<file path="src/fp_port_regs.svh">
`ifndef FP_PORT_REGS_SVH
`define FP_PORT_REGS_SVH

// --------------------------------------------------------------------
// commit_select codes
// --------------------------------------------------------------------
`define COMMIT_HOLD      2'h0
`define COMMIT_OPERAND   2'h1
`define COMMIT_MODE      2'h2
`define COMMIT_SPARE     2'h3

// --------------------------------------------------------------------
// drain_select codes
// --------------------------------------------------------------------
`define DRAIN_OFF        2'h0
`define DRAIN_UPPER      2'h1
`define DRAIN_LOWER      2'h2
`define DRAIN_KEEP       2'h3

// --------------------------------------------------------------------
// operation_select codes
// --------------------------------------------------------------------
`define OP_MUL           4'h0
`define OP_PASS_A        4'h1
`define OP_PASS_B        4'h2
`define OP_ABS_A         4'h3
`define OP_NEG_A         4'h4

// --------------------------------------------------------------------
// exception_flags_out encodings
// --------------------------------------------------------------------
`define EXC_NONE         3'h0
`define EXC_INEXACT      3'h1
`define EXC_UNDERFLOW    3'h2
`define EXC_OVERFLOW     3'h3
`define EXC_INVALID      3'h4
`define EXC_DENORM       3'h5

// --------------------------------------------------------------------
// event bit positions in status and mask registers
// --------------------------------------------------------------------
`define EV_INEXACT       0
`define EV_UNDERFLOW     1
`define EV_OVERFLOW      2
`define EV_INVALID       3
`define EV_DENORM        4
`define EV_WIDTH         5

// --------------------------------------------------------------------
// register offsets and reset values
// --------------------------------------------------------------------
`define REG_STATUS       8'h00
`define REG_MASK         8'h04
`define REG_MODE         8'h08
`define REG_RESULT       8'h0C
`define MODE_FAST_BIT    4
`define MODE_RST         5'h00
`define MASK_RST         5'h00

// --------------------------------------------------------------------
// floating point constants
// --------------------------------------------------------------------
`define EXP_BIAS         10'h07F
`define EXP_OVF          10'h17E
`define EXP_ALL_ONES     8'hFF
`define QUIET_NAN        32'h7FC00000

`endif

</file>
<file path="src/fp_port_pkg.sv">
package fp_port_pkg;

    // single precision word: sign on top, biased exponent, fraction low
    typedef struct packed {
        logic        sign;
        logic [7:0]  expo;
        logic [22:0] frac;
    } fp_word_t;

    typedef struct packed {
        logic zero;
        logic denorm;
        logic inf;
        logic nan;
    } fp_class_t;

    typedef enum logic [1:0] {
        ST_IDLE  = 2'b00,
        ST_LOWER = 2'b01,
        ST_EXEC  = 2'b10
    } seq_state_t;

    typedef struct packed {
        logic [7:0]  addr;
        logic [31:0] wdata;
        logic        wr;
        logic        rd;
    } reg_req_t;

    typedef struct packed {
        seq_state_t  seq;
        logic [15:0] a_hi;
        logic [15:0] b_hi;
        fp_word_t    a_op;
        fp_word_t    b_op;
        logic [3:0]  func_pend;
        logic [3:0]  func_exec;
        logic [4:0]  mode;
        fp_word_t    result;
        logic [2:0]  exc;
        logic [15:0] out;
        logic        oe;
        logic [4:0]  status;
        logic [4:0]  mask;
        logic        irq;
        logic [31:0] rdata;
    } core_state_t;

endpackage

</file>
<file path="src/fp_classify.sv">
`timescale 1ns/10ps
`include "fp_port_regs.svh"

// --------------------------------------------------------------------
// operand classifier, one per operand
// --------------------------------------------------------------------
module fp_classify
    import fp_port_pkg::*;
(
    input  wire fp_word_t  word,
    output fp_class_t      cls
);

    logic exp_zero;
    logic exp_full;
    logic frac_zero;

    // exponent extremes select the special classes
    always_comb begin
        exp_zero   = (word.expo == '0);
        exp_full   = (word.expo == `EXP_ALL_ONES);
        frac_zero  = (word.frac == '0);
        cls.zero   = exp_zero & frac_zero;   // either sign
        cls.denorm = exp_zero & ~frac_zero;
        cls.inf    = exp_full & frac_zero;
        cls.nan    = exp_full & ~frac_zero;
    end

endmodule

</file>
<file path="src/fp_unit_host_port.sv">
`timescale 1ns/10ps
`include "fp_port_regs.svh"

// Overview of operation
// - upper half on commit edge, lower next edge
// - result leaves as selected sixteen-bit half
// - all registers update on rising clock edge
// - commit field moves inputs and loads mode
// - drain field enables or floats result drivers
// - one drain bit joins mode register value
// - operation field selects op or mode contents
// - three-bit flags report exceptions and denormals
// - words are sign, exponent, fraction
// - sign one negative, zero accepted either sign
// - upper half holds sign, exponent, top fraction
module fp_unit_host_port
    import fp_port_pkg::*;
(
    input  wire logic        CLK,
    input  wire logic        SRST,
    input  wire logic [15:0] OPERAND_FIRST_IN_BUS,
    input  wire logic [15:0] OPERAND_SECOND_IN_BUS,
    input  wire logic [1:0]  COMMIT_SELECT,
    input  wire logic [1:0]  DRAIN_SELECT,
    input  wire logic [3:0]  OPERATION_SELECT,
    output logic      [15:0] RESULT_OUT_BUS_O,
    output logic             RESULT_OUT_BUS_OE,
    output logic      [2:0]  EXCEPTION_FLAGS_OUT,
    input  wire logic [7:0]  REG_ADDR,
    input  wire logic [31:0] REG_WDATA,
    input  wire logic        REG_WR,
    input  wire logic        REG_RD,
    output logic      [31:0] REG_RDATA,
    output logic             IRQ
);

    // ----------------------------------------------------------------
    // state and helpers
    // ----------------------------------------------------------------
    core_state_t state_ff;
    core_state_t nxt_state;
    reg_req_t    req;
    fp_class_t   cls_a;
    fp_class_t   cls_b;

    // bus signals travel together
    assign req = '{addr: REG_ADDR, wdata: REG_WDATA, wr: REG_WR, rd: REG_RD};

    // ----------------------------------------------------------------
    // operand classification
    // ----------------------------------------------------------------
    fp_classify u_class_a (
        .word (state_ff.a_op),
        .cls  (cls_a)
    );

    fp_classify u_class_b (
        .word (state_ff.b_op),
        .cls  (cls_b)
    );

    // ----------------------------------------------------------------
    // next-state logic
    // ----------------------------------------------------------------
    // working values for the arithmetic; all given a value up front
    logic [23:0]        sig_a;
    logic [23:0]        sig_b;
    logic [47:0]        product;
    logic [9:0]         e_sum;
    logic [9:0]         e_adj;
    logic [22:0]        mant;
    logic               lost;
    logic               a_flush;
    logic               b_flush;
    logic               sgn;
    logic               fast;
    fp_word_t           res;
    logic [`EV_WIDTH-1:0] ev;
    logic [`EV_WIDTH-1:0] clr;
    logic [2:0]         exc_code;
    logic               mode_load;

    always_comb begin
        nxt_state = state_ff;
        sig_a     = '0;
        sig_b     = '0;
        product   = '0;
        e_sum     = '0;
        e_adj     = '0;
        mant      = '0;
        lost      = 1'b0;
        res       = state_ff.result;
        ev        = '0;
        clr       = '0;
        exc_code  = `EXC_NONE;
        mode_load = 1'b0;
        fast      = state_ff.mode[`MODE_FAST_BIT];
        // denormals are flushed to zero; only the flag differs by mode
        a_flush   = cls_a.zero | cls_a.denorm;
        b_flush   = cls_b.zero | cls_b.denorm;
        sgn       = state_ff.a_op.sign ^ state_ff.b_op.sign;

        // ------------------------------------------------------------
        // multiplier datapath, hidden bit inserted from the class
        // ------------------------------------------------------------
        sig_a   = {~a_flush, state_ff.a_op.frac};
        sig_b   = {~b_flush, state_ff.b_op.frac};
        product = sig_a * sig_b;
        e_sum   = {2'h0, state_ff.a_op.expo} + {2'h0, state_ff.b_op.expo} + {9'h000, product[47]};
        e_adj   = e_sum - `EXP_BIAS;
        // normalise by at most one place; truncation drops the rest
        if (product[47]) begin
            mant = product[46:24];
            lost = |product[23:0];
        end else begin
            mant = product[45:23];
            lost = |product[22:0];
        end

        // ------------------------------------------------------------
        // capture sequence: upper halves, then lower halves, then run
        // ------------------------------------------------------------
        unique case (state_ff.seq)
            ST_IDLE, ST_EXEC: begin
                if (COMMIT_SELECT == `COMMIT_OPERAND) begin
                    nxt_state.a_hi      = OPERAND_FIRST_IN_BUS;
                    nxt_state.b_hi      = OPERAND_SECOND_IN_BUS;
                    nxt_state.func_pend = OPERATION_SELECT;
                    nxt_state.seq       = ST_LOWER;
                end else begin
                    nxt_state.seq = ST_IDLE;
                end
                if (COMMIT_SELECT == `COMMIT_MODE) begin
                    // drain bit rides along as the fast-mode bit
                    nxt_state.mode = {DRAIN_SELECT[0], OPERATION_SELECT};
                    mode_load      = 1'b1;
                end
            end
            ST_LOWER: begin
                // commit field is ignored here: this edge owns the buses
                nxt_state.a_op      = {state_ff.a_hi, OPERAND_FIRST_IN_BUS};
                nxt_state.b_op      = {state_ff.b_hi, OPERAND_SECOND_IN_BUS};
                nxt_state.func_exec = state_ff.func_pend;
                nxt_state.seq       = ST_EXEC;
            end
            default: begin
                nxt_state.seq = ST_IDLE;
            end
        endcase

        // ------------------------------------------------------------
        // execute stage: one result per two captures
        // ------------------------------------------------------------
        if (state_ff.seq == ST_EXEC) begin
            unique case (state_ff.func_exec)
                `OP_MUL: begin
                    if (cls_a.nan | cls_b.nan | (cls_a.inf & b_flush) | (cls_b.inf & a_flush)) begin
                        res                 = `QUIET_NAN;
                        ev[`EV_INVALID]     = 1'b1;
                    end else if (cls_a.inf | cls_b.inf) begin
                        res = {sgn, `EXP_ALL_ONES, 23'h000000};
                    end else if (a_flush | b_flush) begin
                        res = {sgn, 31'h00000000};
                    end else if (e_sum >= `EXP_OVF) begin
                        res                 = {sgn, `EXP_ALL_ONES, 23'h000000};
                        ev[`EV_OVERFLOW]    = 1'b1;
                        ev[`EV_INEXACT]     = 1'b1;
                    end else if (e_sum <= `EXP_BIAS) begin
                        res                 = {sgn, 31'h00000000};
                        ev[`EV_UNDERFLOW]   = 1'b1;
                        ev[`EV_INEXACT]     = 1'b1;
                    end else begin
                        res                 = {sgn, e_adj[7:0], mant};
                        ev[`EV_INEXACT]     = lost;
                    end
                    // fast mode substitutes zero silently
                    ev[`EV_DENORM] = (cls_a.denorm | cls_b.denorm) & ~fast;
                end
                `OP_PASS_A: begin
                    res = state_ff.a_op;
                end
                `OP_PASS_B: begin
                    res = state_ff.b_op;
                end
                `OP_ABS_A: begin
                    res      = state_ff.a_op;
                    res.sign = 1'b0;
                end
                `OP_NEG_A: begin
                    res      = state_ff.a_op;
                    res.sign = ~state_ff.a_op.sign;
                end
                default: begin
                    // unsupported operation code
                    res             = `QUIET_NAN;
                    ev[`EV_INVALID] = 1'b1;
                end
            endcase

            // one code on the pins, most serious event wins
            if (ev[`EV_INVALID]) begin
                exc_code = `EXC_INVALID;
            end else if (ev[`EV_DENORM]) begin
                exc_code = `EXC_DENORM;
            end else if (ev[`EV_OVERFLOW]) begin
                exc_code = `EXC_OVERFLOW;
            end else if (ev[`EV_UNDERFLOW]) begin
                exc_code = `EXC_UNDERFLOW;
            end else if (ev[`EV_INEXACT]) begin
                exc_code = `EXC_INEXACT;
            end
            nxt_state.result = res;
            nxt_state.exc    = exc_code;
        end

        // ------------------------------------------------------------
        // output register and drivers
        // ------------------------------------------------------------
        // during a mode load the drain field carries mode data instead
        if (!mode_load) begin
            unique case (DRAIN_SELECT)
                `DRAIN_OFF: begin
                    nxt_state.oe = 1'b0;
                end
                `DRAIN_UPPER: begin
                    nxt_state.out = state_ff.result[31:16];
                    nxt_state.oe  = 1'b1;
                end
                `DRAIN_LOWER: begin
                    nxt_state.out = state_ff.result[15:0];
                    nxt_state.oe  = 1'b1;
                end
                `DRAIN_KEEP: begin
                    nxt_state.oe = 1'b1;
                end
            endcase
        end

        // ------------------------------------------------------------
        // register port: writes, sticky events, read data
        // ------------------------------------------------------------
        if (req.wr && req.addr == `REG_STATUS) begin
            clr = req.wdata[`EV_WIDTH-1:0];
        end
        if (req.wr && req.addr == `REG_MASK) begin
            nxt_state.mask = req.wdata[`EV_WIDTH-1:0];
        end
        // a new event beats a clear in the same cycle
        nxt_state.status = (state_ff.status & ~clr) | ev;
        nxt_state.irq    = |(nxt_state.status & nxt_state.mask);

        nxt_state.rdata = '0;
        if (req.rd) begin
            unique case (req.addr)
                `REG_STATUS: nxt_state.rdata = {27'h0000000, state_ff.status};
                `REG_MASK:   nxt_state.rdata = {27'h0000000, state_ff.mask};
                `REG_MODE:   nxt_state.rdata = {27'h0000000, state_ff.mode};
                `REG_RESULT: nxt_state.rdata = state_ff.result;
                default:     nxt_state.rdata = '0;
            endcase
        end
    end

    // ----------------------------------------------------------------
    // state register
    // ----------------------------------------------------------------
    // every register advances on the rising edge only
    always_ff @(posedge CLK) begin
        if (SRST) begin
            state_ff           <= '0;
            state_ff.seq       <= ST_IDLE;
            state_ff.mode      <= `MODE_RST;
            state_ff.mask      <= `MASK_RST;
            state_ff.exc       <= `EXC_NONE;
        end else begin
            state_ff <= nxt_state;
        end
    end

    // ----------------------------------------------------------------
    // outputs straight from flops
    // ----------------------------------------------------------------
    assign RESULT_OUT_BUS_O    = state_ff.out;
    assign RESULT_OUT_BUS_OE   = state_ff.oe;
    assign EXCEPTION_FLAGS_OUT = state_ff.exc;
    assign REG_RDATA           = state_ff.rdata;
    assign IRQ                 = state_ff.irq;

endmodule

</file>
<file path="config.mk">
export PLATFORM = sky130hd
export DESIGN_NAME = fp_unit_host_port
export DESIGN_NICKNAME = d
export VERILOG_FILES = /design/src/fp_port_pkg.sv /design/src/fp_classify.sv /design/src/fp_unit_host_port.sv
export VERILOG_INCLUDE_DIRS = /design/src /design/src/src
export SDC_FILE = /design/constraint.sdc
export NUM_CORES = 2
export LEC_CHECK = 0
export ABC_AREA = 1
export BUFFER_PORTS_ARGS = -buffer_cell sky130_fd_sc_hd__buf_2
export CAP_MARGIN = 0
export CORE_MARGIN = 2
export CORE_UTILIZATION = 45
export DETAILED_ROUTE_END_ITERATION = 10
export GPL_ROUTABILITY_DRIVEN = 0
export HOLD_SLACK_MARGIN = 0.02
export SLEW_MARGIN = 5
export SYNTH_ARGS = -nofsm -noshare
export SYNTH_HDL_FRONTEND = slang
export SYNTH_SLANG_ARGS = --single-unit
</file>
<file path="constraint.sdc">
create_clock -name CLK -period 24.8 [get_ports CLK]
set_clock_uncertainty 0.15 [all_clocks]
set_input_delay 1.24 -clock CLK [delete_from_list [all_inputs] [get_ports CLK]]
set_output_delay 1.24 -clock CLK [all_outputs]
set_load 0.02 [all_outputs]
</file>
After elaboration in Yosys (flattened, before gate mapping):

Index checks and enable logic that the tools add are counted.

* add/subtract/negate cells: 3
* multiply operators: 1
* order comparisons: 2
* equal/unequal tests: 16
* multiplexer cells: 38
* bitwise gates (word level): 32
* reduce and logical (&&, ||, !) cells: 21

Operator list (count)
* one-hot mux 32 bit (5 select lines): 1
* one-hot mux 32 bit (4 select lines): 1
* 2-to-1 mux 31 bit: 4
* multiplier 24 x 24 -> 48 bit: 1
* zero test 23 bit: 2
* 2-to-1 mux 32 bit: 1
* one-hot mux 16 bit (2 select lines): 1
* zero test 8 bit: 3
* OR reduction 24 bit: 1
* 2-to-1 mux 23 bit: 1
* OR reduction 23 bit: 1
* 2-to-1 mux 3 bit: 7
* equality test 8 x 4 -> 1 bit (second input constant): 2
* equality test 8 bit (second input constant): 2
* 2-to-1 mux 5 bit: 3
* 2-to-1 mux 1 bit: 14
* AND 1 bit: 11
* adder 9 x 1 -> 10 bit: 1
* AND 5 bit: 2
* greater-or-equal comparator 10 x 9 -> 1 bit (second input constant): 1
* <= comparator 10 x 7 -> 1 bit (second input constant): 1
* adder 8 x 8 -> 9 bit: 1
* equality test 2 bit (second input constant): 4
* equality test 4 x 2 -> 1 bit (second input constant): 2
* other kinds (22): 45

* bits in registers: 206
* input port bits: 84
* output and inout bits: 53
* word-level logic and storage cells: 135

Logic depth before layout (Yosys ltp):

* word-level depth: 20
* mapped depth: 51
* depth with buffers taken out: 48

By module:

Synthesis repeated with hierarchy kept, for this count alone.

* cells, all modules: 4048
* area, all modules: 29643.4 µm²

By module, submodules not included
* fp_unit_host_port: times used 1, cells an instance 3970, area each 29315.6 µm², sequential area each 4124.0 µm²
* fp_classify: times used 2, cells an instance 39, area each 163.9 µm², sequential area each 0.0 µm²

Worst setup path before layout:

OpenSTA, ideal clock, no wires.

* kind: register to register
* start: reg state_ff[164] (netlist bit)
* end: reg state_ff[66] (netlist bit)
* library setup time: 0.070 ns
* arrival time: 8.296 ns
* required time: 24.580 ns
* path slack: 16.284 ns
* stages on the path, launching flop included: 46
* buffers on the path: 3
* period minus slack after synthesis: 8.516 ns
* path through: dfxtp_1 > inv_1 > nand4_1 > nor2_1 > clkbuf_1 > nor2_1 > fa_1 > fa_1 > fa_1 > inv_1 > fa_1 > fa_1 > fa_1 > inv_1 > fa_1 > ha_1 > nand2_1 > inv_1 > [... 10 more ...] > fa_1 > fa_1 > inv_1 > ha_1 > nor2_1 > nor2_1 > nand2_1 > nor2_1 > nand2_1 > nand2_1 > nand2_2 > nand2_2 > nor2_4 > buf_8 > nand3_2 > o211ai_1 > nand2_1 > a21oi_1

* longest elaborated chain between the ends: 13
* elaborated cells on any way between the ends: 27
* classes of those cells: add/sub: 2; mul: 1; order compare: 2; eq/ne: 1; mux: 7; bitwise: 13; reduce/logical: 1

Ends and longest elaborated chain
* start: declaration: RTL line fp_unit_host_port.sv:40 `core_state_t state_ff;`
* start signal: assignment: RTL line fp_unit_host_port.sv:276 `state_ff <= nxt_state;`
* zero test 8 bit: RTL line fp_classify.sv:20 `exp_zero = (word.expo == '0);`
* AND 1 bit (on tied branches): RTL line fp_classify.sv:23, fp_classify.sv:24
* bitwise OR 1 bit: RTL line fp_unit_host_port.sv:99 `a_flush = cls_a.zero | cls_a.denorm;`
* inverter 1 bit: RTL line fp_unit_host_port.sv:106 `sig_a = {~a_flush, state_ff.a_op.frac};`
* multiplier 24 x 24 -> 48 bit: RTL line fp_unit_host_port.sv:108 `product = sig_a * sig_b;`
* adder 9 x 1 -> 10 bit: RTL line fp_unit_host_port.sv:109 `e_sum = {2'h0, state_ff.a_op.expo} + {2'h0, state_ff.b_op.expo} + {9'h000, product[47]};`
* <= comparator 10 x 7 -> 1 bit (no source line)
* 2-to-1 mux 31 bit: RTL line fp_unit_host_port.sv:168 `` end else if (e_sum <= `EXP_BIAS) begin ``
* 2-to-1 mux 31 bit: RTL line fp_unit_host_port.sv:164 `` end else if (e_sum >= `EXP_OVF) begin ``
* 2-to-1 mux 31 bit: RTL line fp_unit_host_port.sv:162 `end else if (a_flush | b_flush) begin`
* 2-to-1 mux 31 bit: RTL line fp_unit_host_port.sv:160 `end else if (cls_a.inf | cls_b.inf) begin`
* 2-to-1 mux 32 bit *: RTL line fp_unit_host_port.sv:157 `if (cls_a.nan | cls_b.nan | (cls_a.inf & b_flush) | (cls_b.inf & a_flush)) begin`
* one-hot mux 32 bit (5 select lines) *: RTL line fp_unit_host_port.sv:155 `unique case (state_ff.func_exec)`

Every way passes the cells marked *; elsewhere a longest branch is shown, timed or not.
A chain may end at the register's enable or synchronous reset.

Final worst setup path:

* start: reg state_ff[132] (netlist bit)
* end: reg state_ff[64] (netlist bit)

* longest elaborated chain between the ends: 13
* elaborated cells on any way between the ends: 27
* classes of those cells: add/sub: 2; mul: 1; order compare: 2; eq/ne: 1; mux: 7; bitwise: 13; reduce/logical: 1

Ends and longest elaborated chain
* zero test 8 bit: RTL line fp_classify.sv:20
* AND 1 bit (on tied branches): RTL line fp_classify.sv:23, fp_classify.sv:24
* bitwise OR 1 bit: RTL line fp_unit_host_port.sv:100 `b_flush = cls_b.zero | cls_b.denorm;`
* inverter 1 bit: RTL line fp_unit_host_port.sv:107 `sig_b = {~b_flush, state_ff.b_op.frac};`
* multiplier 24 x 24 -> 48 bit: RTL line fp_unit_host_port.sv:108
* adder 9 x 1 -> 10 bit: RTL line fp_unit_host_port.sv:109
* <= comparator 10 x 7 -> 1 bit (no source line)
* 2-to-1 mux 31 bit: RTL line fp_unit_host_port.sv:168
* 2-to-1 mux 31 bit: RTL line fp_unit_host_port.sv:164
* 2-to-1 mux 31 bit: RTL line fp_unit_host_port.sv:162
* 2-to-1 mux 31 bit: RTL line fp_unit_host_port.sv:160
* 2-to-1 mux 32 bit *: RTL line fp_unit_host_port.sv:157
* one-hot mux 32 bit (5 select lines) *: RTL line fp_unit_host_port.sv:155

Marked as above.

==> impl_metrics.ini <==
[die]
die_w_um = 260
row_count = 93
start_util_pct = 45.7
dieArea_um2 = 67800
core_area_um2 = 64700
pin_count = 137
die_h_um = 260

[critical_path]
required_ns = 25.10
ff2ff_path_depth = 42
end_kind = flop
worst_path_max_delay_cell = fa_1
worst_setup_path_start_kind = flop
max_stage_delay_ns = 0.62
cp_top_family = adder cells
r2r-end = state_ff[64]
critPathBufInv = 8
ff2ff_setup_slack_ns = 14.72
crit_path_max_fanout = 25
critPathArrivalTime_ns = 10.38
crit_type = reg -> reg
r2r_start = state_ff[132]

[power_and_ir_drop]
peakVddDrop_v = 0.0000584
clockPowerShare_pct = 35.1
power.leakage_nw = 16.1
p_sw_share_pct = 35.3
power_mw = 0.991
comb_power_share_pct = 27.8
p_int_mw = 0.641
p_per_area_nw_per_um2 = 31.9
pwr-share-seq_pct = 37.2
p_switching_mw = 0.350

[logic_synthesis]
syn_inst = 4005
avgSynthCellArea_um2 = 7.38
synth_warnings = 0
yosysSeqAreaShare_pct = 14.0
syn_area_um2 = 29600
ys_ff_latch = 206
async_flop_share_pct = 0
yosysUniqueCellTypes = 49
synth_nets = 4758
yosys.area_share.xor_xnor_pct = 0.978
synth_mux_area_share_pct = 0
synth_compound_area_share_pct = 7.94
synth_top_family_by_area = adder cells
synth_flop_cell = dfxtp_1
synthSimpleGateAreaFrac_pct = 19.9
synthAdderAreaFrac_pct = 40.6
synth_edf_count = 0

[status]
status = completed

[route]
post_drt_wl_per_cell_um = 18.0
vias = 24400
drt-total-wl_um = 86500
drtIter0Drc = 1733
dr.pass1.iters = 6
vias_per_cell = 5.10
postRouteAntennaNets = 0
drcViolationCount = 0

[cts]
clk_path_buf_depth = 3
cts_buffers = 23
path_clk_slew_ns = 0.06
cts_root_buf = clkbuf_16
cts_max_level = 1
postCtsSetupBuffers = 0
cts_resized = 0
worst_skew_pair.late_latency_ns = 0.52
hold_buffers = 0
cts_tree = built
cts.sinks = 206

[cells_and_area]
nets = 4679
antenna_cells = 0
regArea_um2 = 4150
multiInputGateArea_um2 = 20500
finish.instance_area_um2 = 31000
drive_gt1_share_pct = 6.62
fillerInstances = 6669
area_growth_syn_to_layout_pct = 5.01

[sta]
fmax_mhz = 99.2
finalCritPeriodShare_pct = 40.6
hold_viol_final = 0
setup_viol = 0
holdWs_ns = 0.298
fin_crit_ns = 10.08
fin_tns_setup_ns = 0
layout_setup_ws_ns = 14.72
tightestPinTransition_ns = 1.05
relSlewSlack_pct = 30.2
finalMaxSlewViolations = 0
rsz0062_at_grt = no

[place]
place_ws_ns = 14.73
io_buffers = 109
dp_hpwl_um = 65300
dpl-instance-area_um2 = 30300

[worst_hold_path]
hold_start = state_ff[193]
holdPathStages = 2
hold_end = sig_a[21]
min_path_type = reg -> reg

[grt]
grt_max_degree = 114
gr-total-overflow = 0
first_global_vias = 24500
grt_first_pass_wirelength_um = 138000
antenna_found_initial = 1
track_usage_pct = 26.2

[flow_run]
maxCapViolations = 0
flip-flops by register name, indices dropped and copies added (netlist names):
signal,cells
REG_RDATA,32
fast,1
RESULT_OUT_BUS_OE,1
RESULT_OUT_BUS_O,16
state_ff,106
sig_a,23
sig_b,23
EXCEPTION_FLAGS_OUT,3
IRQ,1
power groups by stage:
stage               Combinational, mW  Clock (mW)  Sequential [mW]
floorplan                       0.195           0            0.356
global placement                0.272           0            0.375
detailed placement              0.273           0            0.375
CTS                             0.276       0.353            0.368
global route                    0.308       0.366            0.369
finish                          0.275       0.347            0.368
metrics by stage:
step	std cells	util, %
2_1_floorplan	4005	-
3_3_place_gp	4756	46.8
3_5_place_dp	4756	46.8
4_1_cts	4795	48.0
5_1_grt	4795	48.0
6_report	4795	48.0
cell usage in the layout, fill, tap and decap left out, drive strengths merged:
| cell type | synthesis | layout |
|---|---|---|
| a2111oi | 1 | 1 |
| a211oi | 1 | 1 |
| a21boi | 3 | 3 |
| a21o | 5 | 5 |
| a21oi | 232 | 232 |
| a221oi | 9 | 9 |
| a22oi | 9 | 9 |
| a31oi | 6 | 6 |
| and2 | 1 | 1 |
| buf | 98 | 156 |
| bufinv | 0 | 2 |
| clkbuf | 162 | 33 |
| clkinv | 3 | 4 |
| dfxtp | 206 | 206 |
| fa | 484 | 484 |
| ha | 185 | 185 |
| inv | 966 | 969 |
| nand2 | 1014 | 1014 |
| nand3 | 129 | 129 |
| nand3b | 8 | 8 |
| nand4 | 38 | 38 |
| nor2 | 196 | 196 |
| nor3 | 36 | 36 |
| nor3b | 2 | 2 |
| nor4 | 4 | 4 |
| o211ai | 9 | 9 |
| o21ai | 147 | 147 |
| o21bai | 11 | 11 |
| o22ai | 5 | 5 |
| or2 | 2 | 2 |
| xnor2 | 14 | 14 |
| xor2 | 19 | 19 |
worst register-to-register path: cells and delay by family (launching register included):
family	cells	cell delay [ns]
AO/OA/AOI/OAI	4	0.89
adder cells (fa/ha/maj)	11	4.81
buffers and inverters	8	1.28
flip-flops	1	0.43
AND/OR/NAND/NOR	19	2.49
Yosys cell counts, drive strengths merged (11+ instances only):
| cell | number | area share, % |
|---|---|---|
| fa | 484 | 33 |
| nor2 | 196 | 2.7 |
| a21oi | 232 | 3.9 |
| o21bai | 11 | 0.28 |
| nand3 | 129 | 2.3 |
| xor2 | 19 | 0.56 |
| nor3 | 36 | 0.63 |
| nand2 | 1014 | 13 |
| inv | 966 | 12 |
| clkbuf | 162 | 2.1 |
| ha | 185 | 7.8 |
| nand4 | 38 | 0.80 |
| xnor2 | 14 | 0.41 |
| o21ai | 147 | 2.5 |
| dfxtp | 206 | 14 |
| buf | 98 | 2.3 |
metal layers:
metal | up-vias | track usage (%) | wire, um
met1 | 11900 | 36.2 | 37900
li1 | 11600 | - | -
met3 | 151 | 3.59 | 5730
met2 | 735 | 42.8 | 40000
met5 | - | 0 | 7
met4 | 2 | 8.13 | 2900
final cells by class:
| cell class | instances | area share, % |
|---|---|---|
| well taps | 855 | 3.45 |
| flip-flops and latches | 206 | 13.4 |
| multi-input cells | 2570 | 66.1 |
| clock buffers | 33 | 2.17 |
| inverters | 969 | 11.7 |
| clock inverters | 6 | 0.302 |
| repair buffers | 156 | 2.89 |
cells by family (layout without fill, tap and decap cells):
kind of cell	count (synthesis)	in the layout
and+or+nand+nor	1430	1430
buffers and inverters	1229	1164
adders and majority gates	669	669
AOI/OAI and AO/OA	438	438
DFF	206	206
xor gates and xnor gates	33	33
worst max path at each step:
stage                        from            to  depth (start not counted)
floorplan           state_ff[164]  state_ff[66]                         45
global placement         sig_a[3]  state_ff[64]                         37
detailed placement       sig_a[3]  state_ff[64]                         37
CTS                      sig_a[3]  state_ff[64]                         37
global route        state_ff[132]  state_ff[64]                         45
finish              state_ff[132]  state_ff[64]                         42
Note: power is estimated with default switching activity, not from simulation.
